**config.mk**
```make
export PLATFORM = sky130hd
export DESIGN_NAME = smcs_spi_master
export DESIGN_NICKNAME = d
export VERILOG_FILES = /design/src/pkg/smcs_pkg.sv /design/src/pkg/smcs_stream_if.sv /design/src/rtl/smcs_half_period.sv /design/src/rtl/smcs_fifo.sv /design/src/rtl/smcs_spi_master.sv
export SDC_FILE = /design/constraint.sdc
export NUM_CORES = 1
export LEC_CHECK = 0
export BUFFER_PORTS_ARGS = -buffer_cell sky130_fd_sc_hd__buf_2
export CAP_MARGIN = 25
export CORE_MARGIN = 2
export CORE_UTILIZATION = 50
export DETAILED_ROUTE_END_ITERATION = 10
export PLACE_DENSITY_LB_ADDON = 0.12
export SLEW_MARGIN = 15
export SYNTH_ARGS = -nofsm -noshare
export SYNTH_HDL_FRONTEND = slang
export SYNTH_SLANG_ARGS = --single-unit
export TNS_END_PERCENT = 50
```
**constraint.sdc**
```tcl
create_clock -name clock -period 4.7 [get_ports clock]
set_clock_uncertainty 0.15 [all_clocks]
set_input_delay 0.235 -clock clock [delete_from_list [all_inputs] [get_ports clock]]
set_output_delay 0.235 -clock clock [all_outputs]
set_load 0.01 [all_outputs]
```
**src/pkg/smcs_pkg.sv**
```systemverilog
// Shared constants and types of the serial peripheral master
package smcs_pkg;
   localparam logic [7:0] DIV_OFF        = 8'hD2;
   localparam logic [7:0] STAT_OFF       = 8'hD3;
   localparam logic [7:0] TXH_OFF        = 8'hD4;
   localparam logic [7:0] RXH_OFF        = 8'hD5;
   localparam logic [7:0] CTL_OFF        = 8'hD6;
   localparam logic [7:0] IEN_OFF        = 8'hD7;

   localparam logic [7:0] DIV_RESET      = 8'h04;
   localparam logic [7:0] STAT_RESET     = 8'h02;
   localparam logic [7:0] CTL_RESET      = 8'h00;
   localparam logic [7:0] IEN_RESET      = 8'h00;
   localparam logic [7:0] CTL_MASK       = 8'h7E;
   localparam logic [7:0] IEN_MASK       = 8'h0F;
   localparam logic [7:0] DIV_MASK       = 8'hFC;

   localparam int         TX_ON_BIT      = 6;
   localparam int         RX_ON_BIT      = 5;
   localparam int         IFACE_ON_BIT   = 4;
   localparam int         AUTO_SEL_BIT   = 3;
   localparam int         LSB_FIRST_BIT  = 2;
   localparam int         POLARITY_BIT   = 1;

   localparam int         BUSY_BIT       = 4;
   localparam int         XFER_END_BIT   = 3;
   localparam int         OVERRUN_BIT    = 2;
   localparam int         TX_EMPTY_BIT   = 1;
   localparam int         RX_FULL_BIT    = 0;

   localparam int         DATA_WIDTH     = 8;
   localparam int         FIFO_DEPTH     = 16;
   localparam int         FIFO_CNT_W     = 5;
   localparam logic [3:0] LAST_HALF_TICK = 4'hF;
   localparam logic [6:0] MIN_HALF       = 7'h02;

   typedef enum logic [1:0] {ST_IDLE, ST_SELECT, ST_SHIFT, ST_GAP} smcs_state_t;
endpackage : smcs_pkg

```
**src/pkg/smcs_stream_if.sv**
```systemverilog
// Valid/ready byte stream between the register side and the transmit queue
`timescale 1ns/100ps
interface smcs_stream_if #(parameter int WIDTH = 8) ();
   logic             valid;
   logic             ready;
   logic [WIDTH-1:0] data;
   modport src (output valid, output data, input ready);
   modport snk (input valid, input data, output ready);
endinterface : smcs_stream_if

```
**src/rtl/smcs_half_period.sv**
```systemverilog
// Half-period tick generator for the serial clock
`timescale 1ns/100ps
module smcs_half_period (
   input  wire logic       clock,
   input  wire logic       rst,
   input  wire logic       run,
   input  wire logic [6:0] half,
   output logic            tick
);
   logic [6:0] cnt_reg;

   assign tick = run && (cnt_reg == half - 7'h01);

   always_ff @(posedge clock or posedge rst) begin
      if (rst) begin
         cnt_reg <= 7'h00;
      end else if (!run || tick) begin
         cnt_reg <= 7'h00;
      end else begin
         cnt_reg <= cnt_reg + 7'h01;
      end
   end
endmodule : smcs_half_period

```
**src/rtl/smcs_fifo.sv**
```systemverilog
// Transmit queue with a registered read stage
`timescale 1ns/100ps
module smcs_fifo #(
   parameter int WIDTH = 8,
   parameter int DEPTH = 16
) (
   input  wire logic                      clock,
   input  wire logic                      rst,
   smcs_stream_if.snk                     push_side,
   smcs_stream_if.src                     pop_side,
   output logic [$clog2(DEPTH):0]         count
);
   localparam int AW = $clog2(DEPTH);

   logic [WIDTH-1:0] mem [DEPTH];
   logic [AW:0]      used_reg;
   logic [AW-1:0]    wr_ptr_reg;
   logic [AW-1:0]    rd_ptr_reg;
   logic             out_valid_reg;
   logic [WIDTH-1:0] out_data_reg;
   logic             push;
   logic             refill;

   assign push_side.ready = (used_reg != (AW+1)'(DEPTH));
   assign push            = push_side.valid && push_side.ready;
   assign refill          = (used_reg != '0) && (!out_valid_reg || pop_side.ready);
   assign pop_side.valid  = out_valid_reg;
   assign pop_side.data   = out_data_reg;
   assign count           = used_reg + {{AW{1'b0}}, out_valid_reg};

   always_ff @(posedge clock) begin
      if (push) begin
         mem[wr_ptr_reg] <= push_side.data;
      end
   end

   always_ff @(posedge clock or posedge rst) begin
      if (rst) begin
         wr_ptr_reg <= '0;
         rd_ptr_reg <= '0;
         used_reg   <= '0;
      end else begin
         if (push) begin
            wr_ptr_reg <= wr_ptr_reg + 1'b1;
         end
         if (refill) begin
            rd_ptr_reg <= rd_ptr_reg + 1'b1;
         end
         used_reg <= used_reg + {{AW{1'b0}}, push} - {{AW{1'b0}}, refill};
      end
   end

   // Read data always leave through this register
   always_ff @(posedge clock or posedge rst) begin
      if (rst) begin
         out_valid_reg <= 1'b0;
         out_data_reg  <= '0;
      end else if (refill) begin
         out_valid_reg <= 1'b1;
         out_data_reg  <= mem[rd_ptr_reg];
      end else if (pop_side.ready) begin
         out_valid_reg <= 1'b0;
      end
   end
endmodule : smcs_fifo

```
**src/rtl/smcs_spi_master.sv**
```systemverilog
// Serial peripheral master: registers, shift engine and pin drivers
`timescale 1ns/100ps
////////////////////////////////////////////////////////////////////////////////
// Overview of operation
// - Transmitter off: no transfers, serial clock held at the polarity level.
// - Transmit only with tx_on set; receive only when rx_on also set.
// - Auto select drives select low before each byte, high after bit eight.
// - Auto select clear: select stays high, after any running byte finishes.
// - One interrupt output when any enabled status flag is set.
// - Reading status clears the transfer-end and overrun flags.
// - Receive-full sets on a new received byte, clears on holding read.
// - Busy bit reads one while a byte is being shifted.
// - Interface-enable bit clear disables the whole serial interface.
// - Bit-order control selects MSB first or LSB first both directions.
// - Polarity selects clock idle level and sampling edge.
// - Divider select bits 7..2 weigh 128 down to 4; reset value 04h.
// - Overrun flag sets when a receive overrun occurs.
// - Transfer-end flag sets when a transmission ends.
// - Status reads 02h after reset: only transmit-empty set.
// - Divisor is the sum of selected weights, 4 to 252.
// - Transmit and receive paths buffered for back-to-back transfers.
// - Eight bits full duplex; master drives data on each period's first edge.
module smcs_spi_master (
   input  wire logic       clock,
   input  wire logic       rst,
   input  wire logic [7:0] sfr_addr,
   input  wire logic       sfr_wr,
   input  wire logic       sfr_rd,
   input  wire logic [7:0] sfr_wdata,
   output logic      [7:0] sfr_rdata,
   output logic            irq,
   output logic            tx_space,
   output logic            serial_clock_out,
   output logic            serial_out,
   input  wire logic       serial_in,
   output logic            slave_select_out
);
   ////////////////////////////////////////////////////////////////////////////
   function automatic logic reg_hit(input logic [7:0] addr, input logic [7:0] off);
      reg_hit = (addr == off);
   endfunction : reg_hit

   function automatic logic [7:0] reverse8(input logic [7:0] b);
      for (int i = 0; i < 8; i++) begin
         reverse8[i] = b[7-i];
      end
   endfunction : reverse8

   ////////////////////////////////////////////////////////////////////////////
   logic [7:0]            ctl_reg;
   logic [7:0]            ien_reg;
   logic [7:0]            div_reg;
   logic [7:0]            rx_holding_reg;
   logic [7:0]            shift_tx_reg;
   logic [7:0]            shift_rx_reg;
   logic [3:0]            tick_cnt_reg;
   logic                  sel_mode_reg;
   logic                  xfer_end_flag_reg;
   logic                  overrun_flag_reg;
   logic                  tx_empty_flag_reg;
   logic                  rx_full_flag_reg;
   logic [7:0]            sfr_rdata_reg;
   logic                  irq_reg;
   logic                  tx_space_reg;
   logic                  serial_clock_out_reg;
   logic                  serial_out_reg;
   logic                  slave_select_out_reg;
   smcs_pkg::smcs_state_t state_reg;

   logic                  tx_on, rx_on, interface_on, auto_sel, lsb_first, polarity;
   logic                  run_ok, tick, byte_done, load_now, store_rx, busy;
   logic                  wr_tx, rd_stat, rd_rx;
   logic [7:0]            rx_byte;
   logic [7:0]            status_value;
   logic [7:0]            read_value;
   logic [6:0]            half;
   logic [smcs_pkg::FIFO_CNT_W-1:0] fifo_count;

   smcs_stream_if #(.WIDTH(smcs_pkg::DATA_WIDTH)) push_if ();
   smcs_stream_if #(.WIDTH(smcs_pkg::DATA_WIDTH)) pop_if ();

   assign sfr_rdata        = sfr_rdata_reg;
   assign irq              = irq_reg;
   assign tx_space         = tx_space_reg;
   assign serial_clock_out = serial_clock_out_reg;
   assign serial_out       = serial_out_reg;
   assign slave_select_out = slave_select_out_reg;

   assign tx_on        = ctl_reg[smcs_pkg::TX_ON_BIT];
   assign rx_on        = ctl_reg[smcs_pkg::RX_ON_BIT];
   assign interface_on = ctl_reg[smcs_pkg::IFACE_ON_BIT];
   assign auto_sel     = ctl_reg[smcs_pkg::AUTO_SEL_BIT];
   assign lsb_first    = ctl_reg[smcs_pkg::LSB_FIRST_BIT];
   assign polarity     = ctl_reg[smcs_pkg::POLARITY_BIT];

   assign wr_tx   = sfr_wr && reg_hit(sfr_addr, smcs_pkg::TXH_OFF);
   assign rd_stat = sfr_rd && reg_hit(sfr_addr, smcs_pkg::STAT_OFF);
   assign rd_rx   = sfr_rd && reg_hit(sfr_addr, smcs_pkg::RXH_OFF);

   // Both enables must stand for the shifter to run
   assign run_ok    = tx_on && interface_on;
   assign busy      = (state_reg != smcs_pkg::ST_IDLE);
   assign byte_done = (state_reg == smcs_pkg::ST_SHIFT) && tick
                      && (tick_cnt_reg == smcs_pkg::LAST_HALF_TICK);
   assign load_now  = pop_if.valid && run_ok
                      && ((state_reg == smcs_pkg::ST_IDLE) || byte_done);
   assign store_rx  = byte_done && run_ok && rx_on;
   assign rx_byte   = {shift_rx_reg[6:0], serial_in};

   ////////////////////////////////////////////////////////////////////////////
   // Transmit queue; a write while it is full is dropped
   assign push_if.valid = wr_tx;
   assign push_if.data  = sfr_wdata;
   assign pop_if.ready  = load_now;

   smcs_fifo #(
      .WIDTH (smcs_pkg::DATA_WIDTH),
      .DEPTH (smcs_pkg::FIFO_DEPTH)
   ) u_tx_fifo (
      .clock     (clock),
      .rst       (rst),
      .push_side (push_if),
      .pop_side  (pop_if),
      .count     (fifo_count)
   );

   // Half period is half the summed divisor; an all-zero selection runs at the fastest rate
   assign half = (div_reg[7:2] == 6'h00) ? smcs_pkg::MIN_HALF : {div_reg[7:2], 1'b0};

   smcs_half_period u_half_period (
      .clock (clock),
      .rst   (rst),
      .run   (busy),
      .half  (half),
      .tick  (tick)
   );

   ////////////////////////////////////////////////////////////////////////////
   // Register writes
   always_ff @(posedge clock or posedge rst) begin
      if (rst) begin
         ctl_reg <= smcs_pkg::CTL_RESET;
         ien_reg <= smcs_pkg::IEN_RESET;
         div_reg <= smcs_pkg::DIV_RESET;
      end else if (sfr_wr) begin
         if (reg_hit(sfr_addr, smcs_pkg::CTL_OFF)) begin
            ctl_reg <= sfr_wdata & smcs_pkg::CTL_MASK;
         end
         if (reg_hit(sfr_addr, smcs_pkg::IEN_OFF)) begin
            ien_reg <= sfr_wdata & smcs_pkg::IEN_MASK;
         end
         if (reg_hit(sfr_addr, smcs_pkg::DIV_OFF)) begin
            div_reg <= sfr_wdata & smcs_pkg::DIV_MASK;
         end
      end
   end

   ////////////////////////////////////////////////////////////////////////////
   // Register reads; data appear one edge after the strobe
   always_comb begin
      status_value = 8'h00;
      status_value[smcs_pkg::BUSY_BIT]     = busy;
      status_value[smcs_pkg::XFER_END_BIT] = xfer_end_flag_reg;
      status_value[smcs_pkg::OVERRUN_BIT]  = overrun_flag_reg;
      status_value[smcs_pkg::TX_EMPTY_BIT] = tx_empty_flag_reg;
      status_value[smcs_pkg::RX_FULL_BIT]  = rx_full_flag_reg;
      case (sfr_addr)
         smcs_pkg::DIV_OFF:  read_value = div_reg;
         smcs_pkg::STAT_OFF: read_value = status_value;
         smcs_pkg::RXH_OFF:  read_value = rx_holding_reg;
         smcs_pkg::CTL_OFF:  read_value = ctl_reg;
         smcs_pkg::IEN_OFF:  read_value = ien_reg;
         default:            read_value = 8'h00;
      endcase
   end

   always_ff @(posedge clock or posedge rst) begin
      if (rst) begin
         sfr_rdata_reg <= 8'h00;
      end else if (sfr_rd) begin
         sfr_rdata_reg <= read_value;
      end
   end

   ////////////////////////////////////////////////////////////////////////////
   // Status flags; a set in the same cycle as a clear always wins
   always_ff @(posedge clock or posedge rst) begin
      if (rst) begin
         xfer_end_flag_reg <= smcs_pkg::STAT_RESET[smcs_pkg::XFER_END_BIT];
         overrun_flag_reg  <= smcs_pkg::STAT_RESET[smcs_pkg::OVERRUN_BIT];
         tx_empty_flag_reg <= smcs_pkg::STAT_RESET[smcs_pkg::TX_EMPTY_BIT];
         rx_full_flag_reg  <= smcs_pkg::STAT_RESET[smcs_pkg::RX_FULL_BIT];
      end else begin
         if (byte_done && !load_now) begin
            xfer_end_flag_reg <= 1'b1;
         end else if (rd_stat) begin
            xfer_end_flag_reg <= 1'b0;
         end
         if (store_rx && rx_full_flag_reg && !rd_rx) begin
            overrun_flag_reg <= 1'b1;
         end else if (rd_stat) begin
            overrun_flag_reg <= 1'b0;
         end
         if (load_now && (fifo_count == smcs_pkg::FIFO_CNT_W'(1))) begin
            tx_empty_flag_reg <= 1'b1;
         end else if (wr_tx) begin
            tx_empty_flag_reg <= 1'b0;
         end
         if (store_rx) begin
            rx_full_flag_reg <= 1'b1;
         end else if (rd_rx) begin
            rx_full_flag_reg <= 1'b0;
         end
      end
   end

   always_ff @(posedge clock or posedge rst) begin
      if (rst) begin
         irq_reg      <= 1'b0;
         tx_space_reg <= 1'b0;
      end else begin
         irq_reg      <= |(ien_reg[3:0] & {xfer_end_flag_reg, overrun_flag_reg,
                                           tx_empty_flag_reg, rx_full_flag_reg});
         tx_space_reg <= push_if.ready;
      end
   end

   ////////////////////////////////////////////////////////////////////////////
   // Receive holding register: old byte is overwritten on overrun
   always_ff @(posedge clock or posedge rst) begin
      if (rst) begin
         rx_holding_reg <= 8'h00;
      end else if (store_rx) begin
         rx_holding_reg <= lsb_first ? reverse8(rx_byte) : rx_byte;
      end
   end

   ////////////////////////////////////////////////////////////////////////////
   // Shift engine state
   always_ff @(posedge clock or posedge rst) begin
      if (rst) begin
         state_reg    <= smcs_pkg::ST_IDLE;
         tick_cnt_reg <= 4'h0;
         sel_mode_reg <= 1'b0;
      end else if (!run_ok) begin
         state_reg    <= smcs_pkg::ST_IDLE;
         tick_cnt_reg <= 4'h0;
      end else begin
         if (load_now) begin
            sel_mode_reg <= auto_sel;
         end
         case (state_reg)
            smcs_pkg::ST_IDLE: begin
               if (load_now) begin
                  state_reg <= smcs_pkg::ST_SELECT;
               end
            end
            smcs_pkg::ST_SELECT: begin
               if (tick) begin
                  state_reg    <= smcs_pkg::ST_SHIFT;
                  tick_cnt_reg <= 4'h0;
               end
            end
            smcs_pkg::ST_SHIFT: begin
               if (tick) begin
                  tick_cnt_reg <= tick_cnt_reg + 4'h1;
               end
               if (byte_done) begin
                  if (!load_now) begin
                     state_reg <= smcs_pkg::ST_IDLE;
                  end else if (auto_sel) begin
                     state_reg <= smcs_pkg::ST_GAP;
                  end else begin
                     state_reg <= smcs_pkg::ST_SHIFT;
                  end
               end
            end
            smcs_pkg::ST_GAP: begin
               if (tick) begin
                  state_reg <= smcs_pkg::ST_SELECT;
               end
            end
            default: begin
               state_reg <= smcs_pkg::ST_IDLE;
            end
         endcase
      end
   end

   ////////////////////////////////////////////////////////////////////////////
   // Shift registers and serial clock; data change on each period's first edge
   always_ff @(posedge clock or posedge rst) begin
      if (rst) begin
         shift_tx_reg         <= 8'h00;
         shift_rx_reg         <= 8'h00;
         serial_out_reg       <= 1'b0;
         serial_clock_out_reg <= 1'b0;
      end else begin
         if (load_now) begin
            shift_tx_reg <= lsb_first ? reverse8(pop_if.data) : pop_if.data;
         end
         if (run_ok && (state_reg == smcs_pkg::ST_SHIFT) && tick && !tick_cnt_reg[0]) begin
            serial_clock_out_reg <= ~polarity;
            serial_out_reg       <= shift_tx_reg[7];
            shift_tx_reg         <= {shift_tx_reg[6:0], 1'b0};
         end else if (run_ok && (state_reg == smcs_pkg::ST_SHIFT) && tick) begin
            // Sampled on the trailing edge, half a period after the slave drove it
            serial_clock_out_reg <= polarity;
            shift_rx_reg         <= rx_byte;
         end else if (!run_ok || (state_reg != smcs_pkg::ST_SHIFT)) begin
            serial_clock_out_reg <= polarity;
         end
      end
   end

   // Select follows the mode latched with the byte, so clearing it never cuts a byte short
   always_ff @(posedge clock or posedge rst) begin
      if (rst) begin
         slave_select_out_reg <= 1'b1;
      end else begin
         slave_select_out_reg <= !(run_ok && sel_mode_reg
                                   && ((state_reg == smcs_pkg::ST_SELECT)
                                       || (state_reg == smcs_pkg::ST_SHIFT)));
      end
   end
endmodule : smcs_spi_master

```
======== Word level (Yosys, flattened, before mapping) ========
Memory sizes are Yosys's and may differ from the RTL's. A register that Yosys moved wholly into a read port is not among the register bits.
Cells that the tools add are included.
word-level totals
  input bits .............................. 21
  memories kept ........................... 1
  bits in latches ......................... 0
  bits in writable memories ............... 128
  bits in registers ....................... 84
  word-level logic and storage cells ...... 142
  bits in read-only memories .............. 0
operators by class
  $mul .................................... 0
  mux-type cells .......................... 33
  equal/unequal tests ..................... 20
  magnitude comparators ................... 0
  shift-type cells ........................ 0
  bitwise gates (word level) .............. 3
  divide/modulo/power cells ............... 0
  add/sub/neg operators ................... 8
  reductions and logical operators ........ 53
memories
  name           words  width  rd ports  clocked after memory_dff  wr ports  line             source
  u_tx_fifo.mem  16     8      1         1                         1         smcs_fifo.sv:15  logic [WIDTH-1:0] mem [DEPTH];
operators by type and width
  cell                 number
  $eq 8x8->1 const B   6
  $pmux 8 s5           1
  $mux 8               4
  $logic_and 1x1->1    22
  $mux 1               15
  $ne 3x3->1 const B   5
  $mux 7               2
  $reduce_bool 2->1    7
  $add 4x1->4 const B  3
  $mux 2               6
  $mux 4               3
  $add 5x1->5          2
  $reduce_and 2->1     5
  $pmux 2 s4           1
  $pmux 4 s2           1
  $add 7x1->7 const B  1
  $eq 7x7->1           1
  $logic_not 1->1      7
  $sub 7x1->7 const B  1
  $logic_not 6->1      1
  $eq 5x1->1 const B   1
  $logic_or 1x1->1     5
  $ne 5x5->1 const B   1
  $reduce_bool 5->1    1
  other kinds (13)     15

======== Logic depth before layout (Yosys ltp) ========
Gate-level depths: netlist of the first run.
  word-level depth ........................ 13
  gate-level depth with buffers ........... 21

======== Modules after synthesis ========
Synthesis of the first run repeated with hierarchy kept, for this count alone.
unflattened totals
  cell total of the unflattened synthesis .. 673
  area total of the unflattened synthesis .. 9909.5 um^2
modules (own cells, without submodules)
  module            area each (um^2)  cells an instance  times used
  smcs_fifo         6059.6            316                1
  smcs_spi_master   3256.9            291                1
  smcs_half_period  593.1             66                 1

======== Worst setup path before layout of the first run ========
OpenSTA, ideal clock, no wires.
  kind .................................... flip-flop to flip-flop
  from .................................... register div_reg[5]
  to ...................................... register u_tx_fifo.used_reg[4]
  required time ........................... 4.425 ns
  arrival time ............................ 4.205 ns
  cell stages (with the launch flop) ...... 22
  slack ................................... 0.220 ns
  clock period less this slack ............ 4.480 ns
  setup time .............................. 0.125 ns
  path buffers ............................ 2
  cells stage by stage .................... dfrtp_1 -> nor3_1 -> a21oi_1 -> ha_1 -> nor3b_1 -> xnor2_1 -> o22ai_1 -> or4_1 -> buf_2 -> clkbuf_1 -> o31ai_1 -> and2_1 -> ha_1 -> inv_1 -> ha_1 -> inv_1 -> fa_1 -> inv_1 -> a21oi_1 -> nor2_1 -> nor2_1 -> xnor2_1
between the ends
  word-level cells in the longest chain between the ends .. 12
RTL lines
  what                    line                    source
  from (decl)             smcs_spi_master.sv:52   logic [7:0] div_reg;
  from (signal assigned)  smcs_spi_master.sv:144  div_reg <= smcs_pkg::DIV_RESET;
  from (signal assigned)  smcs_spi_master.sv:153  div_reg <= sfr_wdata & smcs_pkg::DIV_MASK;
  $logic_not 6->1         smcs_spi_master.sv:128  assign half = (div_reg[7:2] == 6'h00) ? smcs_pkg::MIN_HALF : {div_reg[7:2], 1'b0};
  $mux 7 (*)              smcs_spi_master.sv:128
  $sub 7x1->7 (*)         smcs_half_period.sv:12  assign tick = run && (cnt_reg == half - 7'h01);
  $eq 7x7->1 (*)          smcs_half_period.sv:12
  $logic_and 1x1->1 (*)   smcs_half_period.sv:12
  $logic_and 1x1->1 (*)   smcs_spi_master.sv:103  assign byte_done = (state_reg == smcs_pkg::ST_SHIFT) && tick
  $logic_and 1x1->1 (*)   smcs_spi_master.sv:104  && (tick_cnt_reg == smcs_pkg::LAST_HALF_TICK);
  $logic_or 1x1->1 (*)    smcs_spi_master.sv:106  && ((state_reg == smcs_pkg::ST_IDLE) || byte_done);
  $logic_and 1x1->1 (*)   smcs_spi_master.sv:106
  $logic_or 1x1->1 (*)    smcs_fifo.sv:26         assign refill = (used_reg != '0) && (!out_valid_reg || pop_side.ready);
  $logic_and 1x1->1 (*)   smcs_fifo.sv:26
  net u_tx_fifo.refill    smcs_fifo.sv:22         logic refill;
  $sub 5x1->5 (*)         smcs_fifo.sv:49         used_reg <= used_reg + {{AW{1'b0}}, push} - {{AW{1'b0}}, refill};
  to (signal assigned)    smcs_fifo.sv:49
  to (decl)               smcs_fifo.sv:16         logic [AW:0] used_reg;
The timed path passes the listed nets; every way through them passes the cells marked *.
A chain may end at the register's enable or synchronous reset.

======== Final worst setup path of the first run ========
  from .................................... register div_reg[7]
  to ...................................... register u_tx_fifo.used_reg[4]
Same word-level chain as after synthesis.

==> metrics.log, run 1 <==
INFO  metric floorplan.core_area = roughly 0.02 sq mm
INFO  metric buffer_ports.inserted = 33
INFO  metric ys_seq_elements = between 200 and 250
INFO  metric synth_top_cells_by_count = sky130_fd_sc_hd__edfxtp_1 (128), sky130_fd_sc_hd__dfrtp_1 (89), sky130_fd_sc_hd__mux2_2 (46), sky130_fd_sc_hd__nor2_1 (41), sky130_fd_sc_hd__nand2_1 (36)
INFO  metric worst_path_largest_cell_delay = about 0.56 ns
INFO  metric postRouteAntennaNets = 0
INFO  metric drtPass1Iterations = 6
INFO  metric fillCellCount = about 1.6k
INFO  metric type_of_the_setup_path_with_the_least_slack = reg2reg
INFO  metric floorplan.die.height = 146 microns
INFO  metric pwr_density_cell = 365 mW/mm^2
INFO  metric internal_power = 0.00325 W
INFO  metric synth_top_area_cell = sky130_fd_sc_hd__edfxtp_1
INFO  metric hold_path_class = in2reg
INFO  metric largest_net_degree_at_the_start_of_global_routing = 51
INFO  metric timing.critical_path.buf_inv = 3
INFO  metric cap_violations = 0
INFO  metric net-switching-power = 0.000925 W
INFO  metric endpoint_kind = register
INFO  metric fin_tns_setup = 0 ns
INFO  metric postSynth.asyncResetShare = a little over two fifths
INFO  metric rsz0062_at_grt = false
INFO  metric yosysMostFrequentCell = sky130_fd_sc_hd__edfxtp_1
INFO  metric timing_worst_slew_pin_value = 0.886 ns
INFO  metric floorplan.die.width = 146 microns
INFO  metric max-clock-path-buffers = 3
INFO  metric cts.reportedPaths.clkPinSlew = 0.06 ns
INFO  metric max_slew_margin = roughly two fifths
INFO  metric wirelength = 22,700 microns
INFO  metric power.static_leakage = 4.25 nW
INFO  metric period_minus_ws_final = around 4.4 ns
INFO  metric power.share.combinational = about 6.3%
INFO  metric worstPathMaxFanout = 5
INFO  metric synthesis.instances = 719
INFO  metric fp.dieArea = roughly 0.021 sq mm
INFO  metric avgRoutedWirePerCell = 21.7 microns
INFO  metric largest_register_ff_count = ~130
INFO  metric gp_congestion = about 0.84
INFO  metric power_frac_seq = 51.0%
INFO  metric placement_rows = 52
INFO  metric max_freq = approximately 0.23 GHz
INFO  metric worstSkewPairLatency = between 0.5 and 0.6 ns
INFO  metric final_layout_size_suffix_gt1_share = 22.8%
INFO  metric finish.net_count = 806
INFO  metric synth.lib_cells_used.distinct = 66
INFO  metric cts_made_buffers = 24
INFO  metric tritoncts_num_sinks = 220
INFO  metric vias = 6,379
INFO  metric power.share.clock = between 40% and 50%
INFO  metric drc_errors = 0
INFO  metric insertedDiodeCount = 0
INFO  metric drt-vias-per-instance = a little over 6
INFO  metric cts_root_buffer = sky130_fd_sc_hd__clkbuf_16
INFO  metric synthTopCellsByArea = sky130_fd_sc_hd__edfxtp_1 (38%), sky130_fd_sc_hd__dfrtp_1 (22%), sky130_fd_sc_hd__mux4_2 (7.6%)
INFO  metric pin_count = 34
INFO  metric grtUsageTotal = a little over a fifth
INFO  metric fin_area = approximately 0.011 sq mm
INFO  metric hold_violations = 0
INFO  metric cts.htree.levels = 1
INFO  metric post_synth.cell_area_avg = between 10 and 15 sq um
INFO  metric floorplan.initialDensity = about half
INFO  metric slew_viol_final = 0
INFO  metric timing.critical_path.max_delay_family = simple AND/OR/NAND/NOR gates
INFO  metric synthesis.yosys.warnings = 0
INFO  metric vdd.ir_drop.worst = 0.326 mV
INFO  metric worst_ep_required_time = between 4 and 5 ns
INFO  metric placedInstanceArea = ~0.011 sq mm
INFO  metric detailedPlacementHpwl = roughly 15,000 microns
INFO  metric synth-seq-area-share = 60.8%
INFO  metric syn_area = 0.0101 sq mm
INFO  metric initialDrtViolationCount = roughly 440
INFO  metric power.share.switching = around 22%
INFO  metric setup-violations-final = 0
INFO  metric flow.area_growth_from_synthesis = 13.1%
INFO  metric grt_pass1_wl = approximately 36,000 microns
INFO  metric syn_nets = 763
INFO  metric critical_path_arrival = 4.64 ns
INFO  metric setup.worst_path.start_class = register
INFO  metric timing.critical_path.cells = nor3_2 -> a21oi_1 -> ha_1 -> nor3b_1 -> xnor2_1 -> o22ai_1 -> or4_1 -> o31ai_1 -> and2_1 -> ha_1 -> inv_1 -> ha_1 -> inv_1 -> fa_1 -> inv_1 -> a21oi_1 -> nor2_1 -> nor2_1 -> xnor2_1
INFO  metric top_register = u_tx_fifo.mem
INFO  metric synth.top_cell.area_share = ~38%
INFO  metric synth-edff-count = approximately 130
INFO  metric cp_slowest_cell = sky130_fd_sc_hd__or4_1
INFO  metric cts_tree = yes
INFO  metric grt_antenna_before_repair = 0
INFO  metric ys.flop_type = sky130_fd_sc_hd__edfxtp_1
INFO  metric run_status = finished, final reports clean
INFO  metric overflow = 0
INFO  metric first_global_vias = ~6.2k
INFO  metric min_period_over_period = just over 90%
[cells in the final DEF (no fill, tap or decap), drive strengths merged, types with 6 or more instances in the layout]
cell	count
dfrtp	89
o32ai	8
and3	14
a222oi	6
xnor2	13
mux2	48
o21ai	23
a221oi	11
inv	24
dlygate4sd3	7
mux2i	11
nor2	41
nand3	26
o211ai	11
clkbuf	31
clkinv	11
o22ai	8
nand2	36
nor3	13
nand4	19
mux4	34
a21oi	10
edfxtp	128
a31oi	6
buf	51
ha	22
[per-stage QoR]
step	instances	util, %	worst slack, ns	total power, W	hold WS (ns)
after detailed placement	999	53.0	0.232	0.00243	0.226
after global placement	999	53.0	0.294	0.00241	0.212
after CTS	1048	57.1	0.192	0.00421	0.000502
after global routing	1048	57.1	0.0323	0.00433	0.0101
after floorplan	719	-	0.220	0.00234	0.184
final	1048	57.1	0.314	0.00417	0.0125
[final timing paths]
| check | cells past startpoint | to | slack [ns] | start |
|---|---|---|---|---|
| min in group asynchronous | 3 | sfr_rdata[5]$_DFFE_PP0P_ | 0.22 | rst |
| setup / recovery | 19 | u_tx_fifo.used_reg[4]$_DFF_PP0_ | 0.31 | div_reg[7]$_DFFE_PP0P_ |
| hold / removal | 1 | u_tx_fifo.mem[6][2]$_DFFE_PP_ | 0.01 | sfr_wdata[2] |
| setup reg to reg | 19 | u_tx_fifo.used_reg[4]$_DFF_PP0_ | 0.31 | div_reg[7]$_DFFE_PP0P_ |
| max in group asynchronous | 4 | u_tx_fifo.rd_ptr_reg[0]$_DFFE_PP0P_ | 3.01 | rst |
| hold reg to reg | 1 | slave_select_out$_DFF_PP1_ | 0.28 | sel_mode_reg$_DFFE_PP0P_ |
[layer usage]
metal,global-route usage [%],share of wire (%)
met2,36.7,50
met1,28.9,43
met5,0,0
met4,6.55,3.0
met3,2.97,4.6
[power groups by stage]
stage / clock network (W) / logic, W / registers [W]
after global placement: 0 / 0.000250 / 0.00216
after detailed placement: 0 / 0.000262 / 0.00217
after CTS: 0.00182 / 0.000267 / 0.00213
after global routing: 0.00190 / 0.000299 / 0.00213
after floorplan: 0 / 0.000191 / 0.00215
final: 0.00178 / 0.000265 / 0.00213
[timing repair]
action	in CTS	in global routing
hold buffers	7	0
endpoints found under the hold margin	78	0
gates resized for setup	0	1
setup buffers	0	0
setup endpoints to repair	0	1
[cell type report]
cell class              count  area, sq um  share of cell area [%]
clock buffers              31          627                    5.48
clock inverters            11          111                   0.973
inverters                  26         98.8                   0.864
multi-input cells         432         3730                    32.6
flip-flops and latches    220         6150                    53.8
well taps                 270          338                    2.95
repair buffers             58          383                    3.35
[kinds of logic after synthesis]
group	share of synthesized area, %
XOR/XNOR	1.69
buffers and inverters	2.50
adder cells (fa/ha/maj)	2.92
multiplexers	14.0
AND/OR/NAND/NOR	9.66
flip-flops	60.8
AO/OA/AOI/OAI	8.44
Note: power is estimated with default switching activity, not from simulation.
==> run 2: changes to the inputs <==
--- a/config.mk
+++ b/config.mk
@@ -5,6 +5,7 @@
 export SDC_FILE = /design/constraint.sdc
 export NUM_CORES = 1
 export LEC_CHECK = 0
+export ABC_AREA = 1
 export BUFFER_PORTS_ARGS = -buffer_cell sky130_fd_sc_hd__buf_2
 export CAP_MARGIN = 25
 export CORE_MARGIN = 2
==> run 2 against run 1 <==
  * Synthesized area decreased by 1.4%
  * Combinational power grew 35%
  * Sequential power hardly changed
  * Die area is 1.4% lower
  * Clock power barely moved
  * Maximum frequency grew 8.5%
  * Sequential cell count unchanged
  * Global-route usage fell by 0.28 points
  * Design area shrank 2.2%
  * Count of clock-buffer cells in the layout increased by 4
  * Final cell count increased by 25%
  * Critical path depth is 7 higher
==> metrics.log, run 2 <==
INFO  metric top_register = u_tx_fifo.mem
INFO  metric cts.htree.levels = 1 (unchanged)
INFO  metric pin_count = 34 (unchanged)
INFO  metric wirelength = 21,800 microns (-4.1%)
INFO  metric synthTopCellsByArea = sky130_fd_sc_hd__edfxtp_1 (39%), sky130_fd_sc_hd__dfrtp_1 (22%), sky130_fd_sc_hd__nand2_1 (7.7%)
INFO  metric hold_path_class = in2reg
INFO  metric mostFrequentLayoutCell = sky130_fd_sc_hd__nand2_1
INFO  metric tritoncts_num_sinks = 220 (unchanged)
INFO  metric endpoint_kind = register
INFO  metric postRouteAntennaNets = 0 (unchanged)
INFO  metric rsz0062_at_grt = false
INFO  metric worst-r2r-setup-slack = 0.66 ns (+0.34 ns)
INFO  metric hold-worst-slack = 0.0376 ns (+0.0251 ns)
INFO  metric vdd.ir_drop.worst = 0.266 mV (-18%)
INFO  metric initialDrtViolationCount = 406 (-8.6%)
INFO  metric hold_violations = 0 (unchanged)
INFO  metric floorplan.die.height = 145 microns (-0.70%)
INFO  metric cp_slowest_cell = sky130_fd_sc_hd__dfrtp_1
INFO  metric fillCellCount = 1,752 (+6.5%)
INFO  metric placement_rows = 51 (-1.9%)
INFO  metric worstSkewPairLatency = 0.53 ns (about the same)
INFO  metric ys_seq_elements = 220 (unchanged)
INFO  metric fp.dieArea = 0.0211 sq mm (-1.4%)
INFO  metric min_delay_path_depth = 3 (+2)
INFO  metric worstPathMaxFanout = 14 (+9)
INFO  metric worstReg2RegEnd = u_tx_fifo.used_reg[4]$_DFF_PP0_
INFO  metric cts_made_buffers = 24 (unchanged)
INFO  metric yosysMostFrequentCell = sky130_fd_sc_hd__nand2_1
INFO  metric worst_ep_required_time = 4.96 ns (about the same)
INFO  metric cts_tree = yes
INFO  metric synth.lib_cells_used.distinct = 41 (-38%)
INFO  metric grt_antenna_before_repair = 0 (unchanged)
INFO  metric synth-edff-count = 128 (unchanged)
INFO  metric max_freq = 0.247 GHz (+8.5%)
INFO  metric setup-violations-final = 0 (unchanged)
INFO  metric startpoint_of_the_lowest_slack_hold_path = sfr_wr
INFO  metric flow.area_growth_from_synthesis = 12.2%
INFO  metric grt_pass1_wl = 35,600 microns (-0.14%)
INFO  metric cts_root_buffer = sky130_fd_sc_hd__clkbuf_16
INFO  metric timing_worst_slew_pin_value = 0.982 ns (+0.0959 ns)
INFO  metric overflow = 0 (unchanged)
INFO  metric slew_viol_final = 0 (unchanged)
INFO  metric first_global_vias = 6,662 (+6.6%)
INFO  metric period_minus_ws_final = 4.04 ns (-0.342 ns)
INFO  metric insertedDiodeCount = 0 (unchanged)
INFO  metric regToRegStartpoint = div_reg[4]$_DFFE_PP0P_
INFO  metric synth_top_cells_by_count = sky130_fd_sc_hd__nand2_1 (204), sky130_fd_sc_hd__edfxtp_1 (128), sky130_fd_sc_hd__o21ai_0 (118), sky130_fd_sc_hd__nor2_1 (112), sky130_fd_sc_hd__dfrtp_1 (89)
INFO  metric post_synth.cell_area_avg = 10.1 sq um (-28%)
INFO  metric synth_top_area_cell = sky130_fd_sc_hd__edfxtp_1
INFO  metric floorplan.die.width = 145 microns (-0.70%)
INFO  metric max_slew_margin = 34.3% (-6.4 points)
INFO  metric setup.worst_path.start_class = register
INFO  metric floorplan.initialDensity = 51.1% (+0.58 points)
INFO  metric type_of_the_setup_path_with_the_least_slack = reg2reg
INFO  metric ff2ff_path_depth = 26 (+7)
INFO  metric max-clock-path-buffers = 3 (unchanged)
INFO  metric finish.net_count = 1,067 (+32%)
INFO  metric post_cts.repair.setup_buffers = 0 (unchanged)
INFO  metric synth-seq-area-share = 61.7% (+0.88 points)
INFO  metric synthesis.instances = 984 (+37%)
INFO  metric vias = 6,862 (+7.6%)
INFO  metric cts.reportedPaths.clkPinSlew = 0.06 ns (about the same)
INFO  metric cap_violations = 0 (unchanged)
INFO  metric power.static_leakage = 4.54 nW (+6.9%)
INFO  metric layout.cells.most_common_list = sky130_fd_sc_hd__nand2_1 (204), sky130_fd_sc_hd__edfxtp_1 (128), sky130_fd_sc_hd__o21ai_0 (118)
INFO  metric largest_register_ff_count = 128 (unchanged)
INFO  metric detailedPlacementHpwl = 14,000 microns (-6.9%)
INFO  metric floorplan.core_area = 0.0195 sq mm (-2.6%)
INFO  metric drt-vias-per-instance = 5.25 (-14%)
INFO  metric syn_nets = 1,028 (+35%)
INFO  metric worst_hold_path.endpoint = ien_reg[0]$_DFFE_PP0P_
INFO  metric fin_tns_setup = 0 ns (unchanged)
INFO  metric drtPass1Iterations = 5 (-1)
INFO  metric final_layout_size_suffix_gt1_share = 10.2% (-13 points)
INFO  metric postSynth.asyncResetShare = 41.8% (unchanged)
INFO  metric ys.flop_type = sky130_fd_sc_hd__edfxtp_1
INFO  metric synth.top_cell.area_share = 38.5% (+0.55 points)
INFO  metric totalPowerFinal = 0.00425 W (+1.7%)
INFO  metric gp_congestion = 0.854 (+1.8%)
INFO  metric worst_path_largest_cell_delay = 0.47 ns (-0.09 ns)
INFO  metric drc_errors = 0 (unchanged)
INFO  metric critical_path_arrival = 4.30 ns (-0.34 ns)
INFO  metric run_status = finished, final reports clean
INFO  metric pwr_density_cell = 380 mW/mm^2 (+4.0%)
INFO  metric avgRoutedWirePerCell = 16.7 microns (-23%)
INFO  metric cpMostUsedCell = sky130_fd_sc_hd__inv_1
INFO  metric buffer_ports.inserted = 33 (unchanged)
INFO  metric synthesis.yosys.warnings = 0 (unchanged)
INFO  metric syn_area = 0.00997 sq mm (-1.4%)
INFO  metric largest_net_degree_at_the_start_of_global_routing = 68 (+33%)
INFO  metric min_period_over_period = 86.0% (-7.3 points)
INFO  metric grtUsageTotal = 21.2% (-0.28 points)
[run 2: changes by cell type in the layout (fill, tap and decap cells not counted), sizes merged, moves of 14 or more]
cell / before / now
o21ai: 23 / 140
inv: 24 / 86
nand2: 36 / 210
mux2: 48 / 1
nand3: 26 / 50
mux4: 34 / 0
and3: 14 / 0
o221ai: 0 / 18
nor2: 41 / 118
[run 2: power breakdown]
part | total (W) | switching [W] | internal, W
clock network | 0.00176 | 0.000739 | 0.00102
logic | 0.000357 | 0.000231 | 0.000125
registers | 0.00213 | 0.0000414 | 0.00209
[run 2: worst max-delay path, delay by kind of cell, from the launching register on]
kind / cells / cell delay [ns]
compound gates: 3 / 0.47
xor+xnor: 1 / 0.14
fa+ha+maj: 4 / 1.00
buf+inv: 5 / 0.33
flops: 1 / 0.47
simple gates: 13 / 1.36
[run 2: per-layer routing]
layer  track usage, %  vias to the layer above  share of wire [%]
met5                0                        -                  0
met4             8.28                        0                3.9
met3             3.05                       54                3.5
met2             33.6                      131                 46
met1             29.8                     3235                 47
li1                 -                     3442                  -
[run 2: worst max path at each step]
stage	from	end	slack (ns)	cells past startpoint
5_1_grt	div_reg[4]$_DFFE_PP0P_	u_tx_fifo.used_reg[4]$_DFF_PP0_	0.32	26
3_3_place_gp	div_reg[4]$_DFFE_PP0P_	u_tx_fifo.used_reg[4]$_DFF_PP0_	0.70	26
2_1_floorplan	div_reg[4]$_DFFE_PP0P_	u_tx_fifo.used_reg[4]$_DFF_PP0_	1.01	27
3_5_place_dp	div_reg[4]$_DFFE_PP0P_	u_tx_fifo.used_reg[4]$_DFF_PP0_	0.61	26
4_1_cts	div_reg[4]$_DFFE_PP0P_	u_tx_fifo.used_reg[4]$_DFF_PP0_	0.63	26
6_report	div_reg[4]$_DFFE_PP0P_	u_tx_fifo.used_reg[4]$_DFF_PP0_	0.66	26
[run 2: per-stage QoR]
step | std cells | instance area [sq um] | util [%] | setup slack [ns]
6_report | 1306 | 11200 | 57.3 | 0.657
5_1_grt | 1306 | 11200 | 57.3 | 0.315
4_1_cts | 1306 | 11200 | 57.3 | 0.630
3_5_place_dp | 1251 | 10300 | 52.9 | 0.614
3_3_place_gp | 1251 | 10300 | 52.9 | 0.702
2_1_floorplan | 984 | 9970 | - | 1.01
[run 2: layout make-up]
type                    instances  area (sq um)  share of cell area, %
well taps                     265           332                   2.96
clock inverters                 9          82.6                  0.738
inverters                      91           344                   3.08
repair buffers                 50           320                   2.86
clock buffers                  35           652                   5.83
flip-flops and latches        220          6150                   55.0
multi-input cells             636          3300                   29.5
[run 2: kinds of logic after synthesis]
group	after synthesis	synth area share, %
and+or+nand+nor	397	17.1
DFF	220	61.7
AOI/OAI and AO/OA	202	11.8
buffers and inverters	128	5.21
adders and majority gates	23	2.96
xor gates and xnor gates	13	1.14
muxes	1	0.113
[run 2: what timing repair did]
action,in CTS,in global routing
gates resized for setup,0,0
hold buffers,11,0
hold endpoints to repair,149,0
==> run 3: changes to the inputs <==
--- a/config.mk
+++ b/config.mk
@@ -12,6 +12,7 @@
 export CORE_UTILIZATION = 50
 export DETAILED_ROUTE_END_ITERATION = 10
 export PLACE_DENSITY_LB_ADDON = 0.12
+export REMOVE_ABC_BUFFERS = 1
 export SLEW_MARGIN = 15
 export SYNTH_ARGS = -nofsm -noshare
 export SYNTH_HDL_FRONTEND = slang
==> constraint.sdc (replaced) <==
create_clock -name clock -period 3.3 [get_ports clock]
set_clock_uncertainty 0.15 [all_clocks]
set_input_delay 0.165 -clock clock [delete_from_list [all_inputs] [get_ports clock]]
set_output_delay 0.165 -clock clock [all_outputs]
set_load 0.01 [all_outputs]
==> run 3 against run 2 <==
  * The run now ends with negative setup slack left
  * Critical endpoint unchanged
  * Highest routed layer unchanged
  * Combinational power up 59%
  * Sequential share of layout area down 3.2 points
  * First-iteration DRC count up 26%
  * Worst hold slack worse by 0.013 ns
  * Non-clock buffer count up 58
  * Global-route usage up 0.67 points
  * Sequential power up 42%
  * Final cell count up 4.6%
  * Largest power group unchanged
  * Utilization up 3.5 points
  * Via count up 4.6%
==> metrics.log, run 3 (synthesis results as in run 2) <==
INFO  metric min_delay_path_depth = 6 (+3)
INFO  metric mostFrequentLayoutCell = sky130_fd_sc_hd__nand2_1
INFO  metric worstPathMaxFanout = 2 (-12)
INFO  metric cap_violations = 0 (unchanged)
INFO  metric max_slew_margin = 54.3% (+20 points)
INFO  metric cts.htree.levels = 1 (unchanged)
INFO  metric type_of_the_setup_path_with_the_least_slack = reg2reg
INFO  metric overflow = 0 (unchanged)
INFO  metric cts.reportedPaths.clkPinSlew = 0.06 ns (about the same)
INFO  metric critical_path_arrival = 3.66 ns (-0.64 ns)
INFO  metric worst-r2r-setup-slack = -0.1 ns (-0.76 ns)
INFO  metric max_freq = 0.294 GHz (+19%)
INFO  metric placedInstanceArea = 0.0107 sq mm (+3.4%)
INFO  metric gp_congestion = 0.879 (+2.9%)
INFO  metric buffer_ports.inserted = 33 (unchanged)
INFO  metric totalPowerFinal = 0.00658 W (+55%)
INFO  metric ff2ff_path_depth = 24 (-7.7%)
INFO  metric worstReg2RegEnd = u_tx_fifo.used_reg[4]$_DFF_PP0_
INFO  metric grt_antenna_before_repair = 0 (unchanged)
INFO  metric grtUsageTotal = 21.9% (+0.67 points)
INFO  metric period_minus_ws_final = 3.40 ns (-0.643 ns)
INFO  metric layout.cells.most_common_list = sky130_fd_sc_hd__nand2_1 (204), sky130_fd_sc_hd__edfxtp_1 (128), sky130_fd_sc_hd__o21ai_0 (116)
INFO  metric vias = 7,179 (+4.6%)
INFO  metric cts_root_buffer = sky130_fd_sc_hd__clkbuf_16
INFO  metric drc_errors = 0 (unchanged)
INFO  metric postRouteAntennaNets = 0 (unchanged)
INFO  metric top_register = u_tx_fifo.mem
INFO  metric run_status = complete, but fails checks
INFO  metric internal_power = 0.00505 W (+56%)
INFO  metric finalNonFillerCells = 1,366 (+4.6%)
INFO  metric pin_count = 34 (unchanged)
INFO  metric timing_worst_slew_pin_value = 0.685 ns (-0.297 ns)
INFO  metric setup.worst_path.start_class = register
INFO  metric floorplan.initialDensity = 51.1% (unchanged)
INFO  metric floorplan.die.width = 145 microns (unchanged)
INFO  metric power.static_leakage = 4.91 nW (+8.1%)
INFO  metric dp_slack = -0.281 ns (-0.895 ns)
INFO  metric net-switching-power = 0.00153 W (+51%)
INFO  metric power.share.clock = 45.3% (+3.9 points)
INFO  metric largest_net_degree_at_the_start_of_global_routing = 54 (-21%)
INFO  metric insertedDiodeCount = 0 (unchanged)
INFO  metric endpoint_kind = register
INFO  metric failed_checks = negative setup slack
INFO  metric pwr_density_cell = 554 mW/mm^2 (+46%)
INFO  metric hold_violations = 0 (unchanged)
INFO  metric vdd.ir_drop.worst = 0.491 mV (+84%)
INFO  metric final_layout_size_suffix_gt1_share = 16.3% (+6.1 points)
INFO  metric detailedPlacementHpwl = 15,000 microns (+7.0%)
INFO  metric cts_tree = yes
INFO  metric fp.dieArea = 0.0211 sq mm (unchanged)
INFO  metric slew_viol_final = 0 (unchanged)
INFO  metric finish.net_count = 1,126 (+5.5%)
INFO  metric largest_register_ff_count = 128 (unchanged)
INFO  metric max-clock-path-buffers = 3 (unchanged)
INFO  metric power.share.switching = 23.2% (-0.63 points)
INFO  metric avgRoutedWirePerCell = 16.7 microns (-0.18%)
INFO  metric regToRegStartpoint = div_reg[3]$_DFFE_PP0P_
INFO  metric fin_tns_setup = -0.177 ns (-0.177 ns)
INFO  metric cts_made_buffers = 25 (+4.2%)
INFO  metric power.share.combinational = 8.6% (+0.2 points)
INFO  metric worstSkewPairLatency = 0.53 ns (about the same)
INFO  metric power_frac_seq = 46.0% (-4.2 points)
INFO  metric floorplan.core_area = 0.0195 sq mm (unchanged)
INFO  metric tritoncts_num_sinks = 220 (unchanged)
INFO  metric worst_ep_required_time = 3.56 ns (-1.40 ns)
INFO  metric wirelength = 22,800 microns (+4.4%)
INFO  metric setup-violations-final = 2 (+2)
INFO  metric rsz0062_at_grt = true
INFO  metric hold_path_class = in2reg
INFO  metric crit_path_setup_slack_layout = -0.0997 ns (-0.757 ns)
INFO  metric grt_pass1_wl = 37,000 microns (+3.8%)
INFO  metric startpoint_of_the_lowest_slack_hold_path = sfr_addr[0]
INFO  metric floorplan.die.height = 145 microns (unchanged)
INFO  metric worst_hold_path.endpoint = overrun_flag_reg$_DFFE_PP0P_
INFO  metric initialDrtViolationCount = 513 (+26%)
INFO  metric placement_rows = 51 (unchanged)
INFO  metric first_global_vias = 6,968 (+4.6%)
INFO  metric fin_area = 0.0119 sq mm (+6.1%)
INFO  metric min_period_over_period = 103% (+17 points)
INFO  metric drtPass1Iterations = 4 (-1)
INFO  metric placedCellCount = 1,298 (+3.8%)
INFO  metric drt-vias-per-instance = 5.26 (about the same)
INFO  metric flow.area_growth_from_synthesis = 19.0%
[run 3: cell types whose count changed in the layout (fill, tap and decap cells not counted), sizes merged]
cell	previous run	this run
dlygate4sd3	11	15
clkbuf	35	42
inv	86	87
clkinv	13	7
buf	39	93
[run 3: repair_timing]
action,CTS,global route
endpoints found under the hold margin,200,0
buffers inserted,4,3
hold buffers,15,0
pin swaps,14,9
resized for setup,13,2
endpoints found under the setup margin,3,4
gates cloned,0,0
[run 3: power groups by stage]
| stage | Combinational [W] | Clock [W] | Sequential, W |
|---|---|---|---|
| after detailed placement | 0.000541 | 0 | 0.00308 |
| after global placement | 0.000521 | 0 | 0.00308 |
| after floorplan | 0.000333 | 0 | 0.00309 |
| after global routing | 0.000654 | 0.00313 | 0.00304 |
| final | 0.000567 | 0.00298 | 0.00303 |
| after CTS | 0.000569 | 0.00301 | 0.00303 |
[run 3: through the flow]
step	utilization (%)	hold slack (ns)
after floorplan	-	0.114
after global placement	54.8	0.174
after detailed placement	54.8	0.175
after CTS	60.6	0.00895
after global routing	60.8	0.0659
final	60.8	0.0246
[run 3: how the worst max path moves through the flow]
stage	start	to	cells after the start	slack [ns]
final	div_reg[3]$_DFFE_PP0P_	u_tx_fifo.used_reg[4]$_DFF_PP0_	24	-0.1
after global routing	div_reg[3]$_DFFE_PP0P_	u_tx_fifo.used_reg[4]$_DFF_PP0_	24	-0.30
after CTS	div_reg[5]$_DFFE_PP0P_	u_tx_fifo.used_reg[4]$_DFF_PP0_	24	-0.14
after detailed placement	div_reg[4]$_DFFE_PP0P_	u_tx_fifo.used_reg[4]$_DFF_PP0_	26	-0.28
after global placement	div_reg[4]$_DFFE_PP0P_	u_tx_fifo.used_reg[4]$_DFF_PP0_	24	-0.22
after floorplan	div_reg[4]$_DFFE_PP0P_	u_tx_fifo.used_reg[4]$_DFF_PP0_	26	-0.38
[run 3: routing by layer]
| metal | part of all wire (%) | GRT usage [%] | up-vias |
|---|---|---|---|
| met4 | 2.1 | 4.95 | 0 |
| li1 | - | - | 3560 |
| met5 | 0 | 0 | - |
| met2 | 48 | 36.2 | 188 |
| met3 | 4.5 | 3.02 | 28 |
| met1 | 46 | 30.9 | 3403 |
[run 3: final cells by class]
cell class,count,area [sq um]
multi-input cells,636,3350
clock buffers,42,860
well taps,265,332
inverters,91,344
repair buffers,108,766
clock inverters,4,61.3
fillers,1628,7660
flip-flops and latches,220,6150
[run 3: critical path: stages (launching register included)]
cell,delay (ns)
sky130_fd_sc_hd__dfrtp_1,0.39
sky130_fd_sc_hd__nor2_2,0.13
sky130_fd_sc_hd__nand3_2,0.10
sky130_fd_sc_hd__nand2_2,0.08
sky130_fd_sc_hd__inv_2,0.04
sky130_fd_sc_hd__ha_4,0.25
sky130_fd_sc_hd__or2_4,0.10
sky130_fd_sc_hd__nand3_2,0.06
sky130_fd_sc_hd__nor2_2,0.12
sky130_fd_sc_hd__nand2_2,0.07
sky130_fd_sc_hd__nor2_4,0.11
sky130_fd_sc_hd__nand3_4,0.10
sky130_fd_sc_hd__o21ai_4,0.17
sky130_fd_sc_hd__nand2_4,0.09
sky130_fd_sc_hd__nand2_4,0.08
sky130_fd_sc_hd__nand2_4,0.05
sky130_fd_sc_hd__inv_2,0.07
sky130_fd_sc_hd__ha_4,0.19
sky130_fd_sc_hd__inv_2,0.06
sky130_fd_sc_hd__ha_4,0.13
sky130_fd_sc_hd__inv_2,0.04
sky130_fd_sc_hd__fa_2,0.33
sky130_fd_sc_hd__o21ai_1,0.14
sky130_fd_sc_hd__a21oi_1,0.09
sky130_fd_sc_hd__xor2_1,0.16
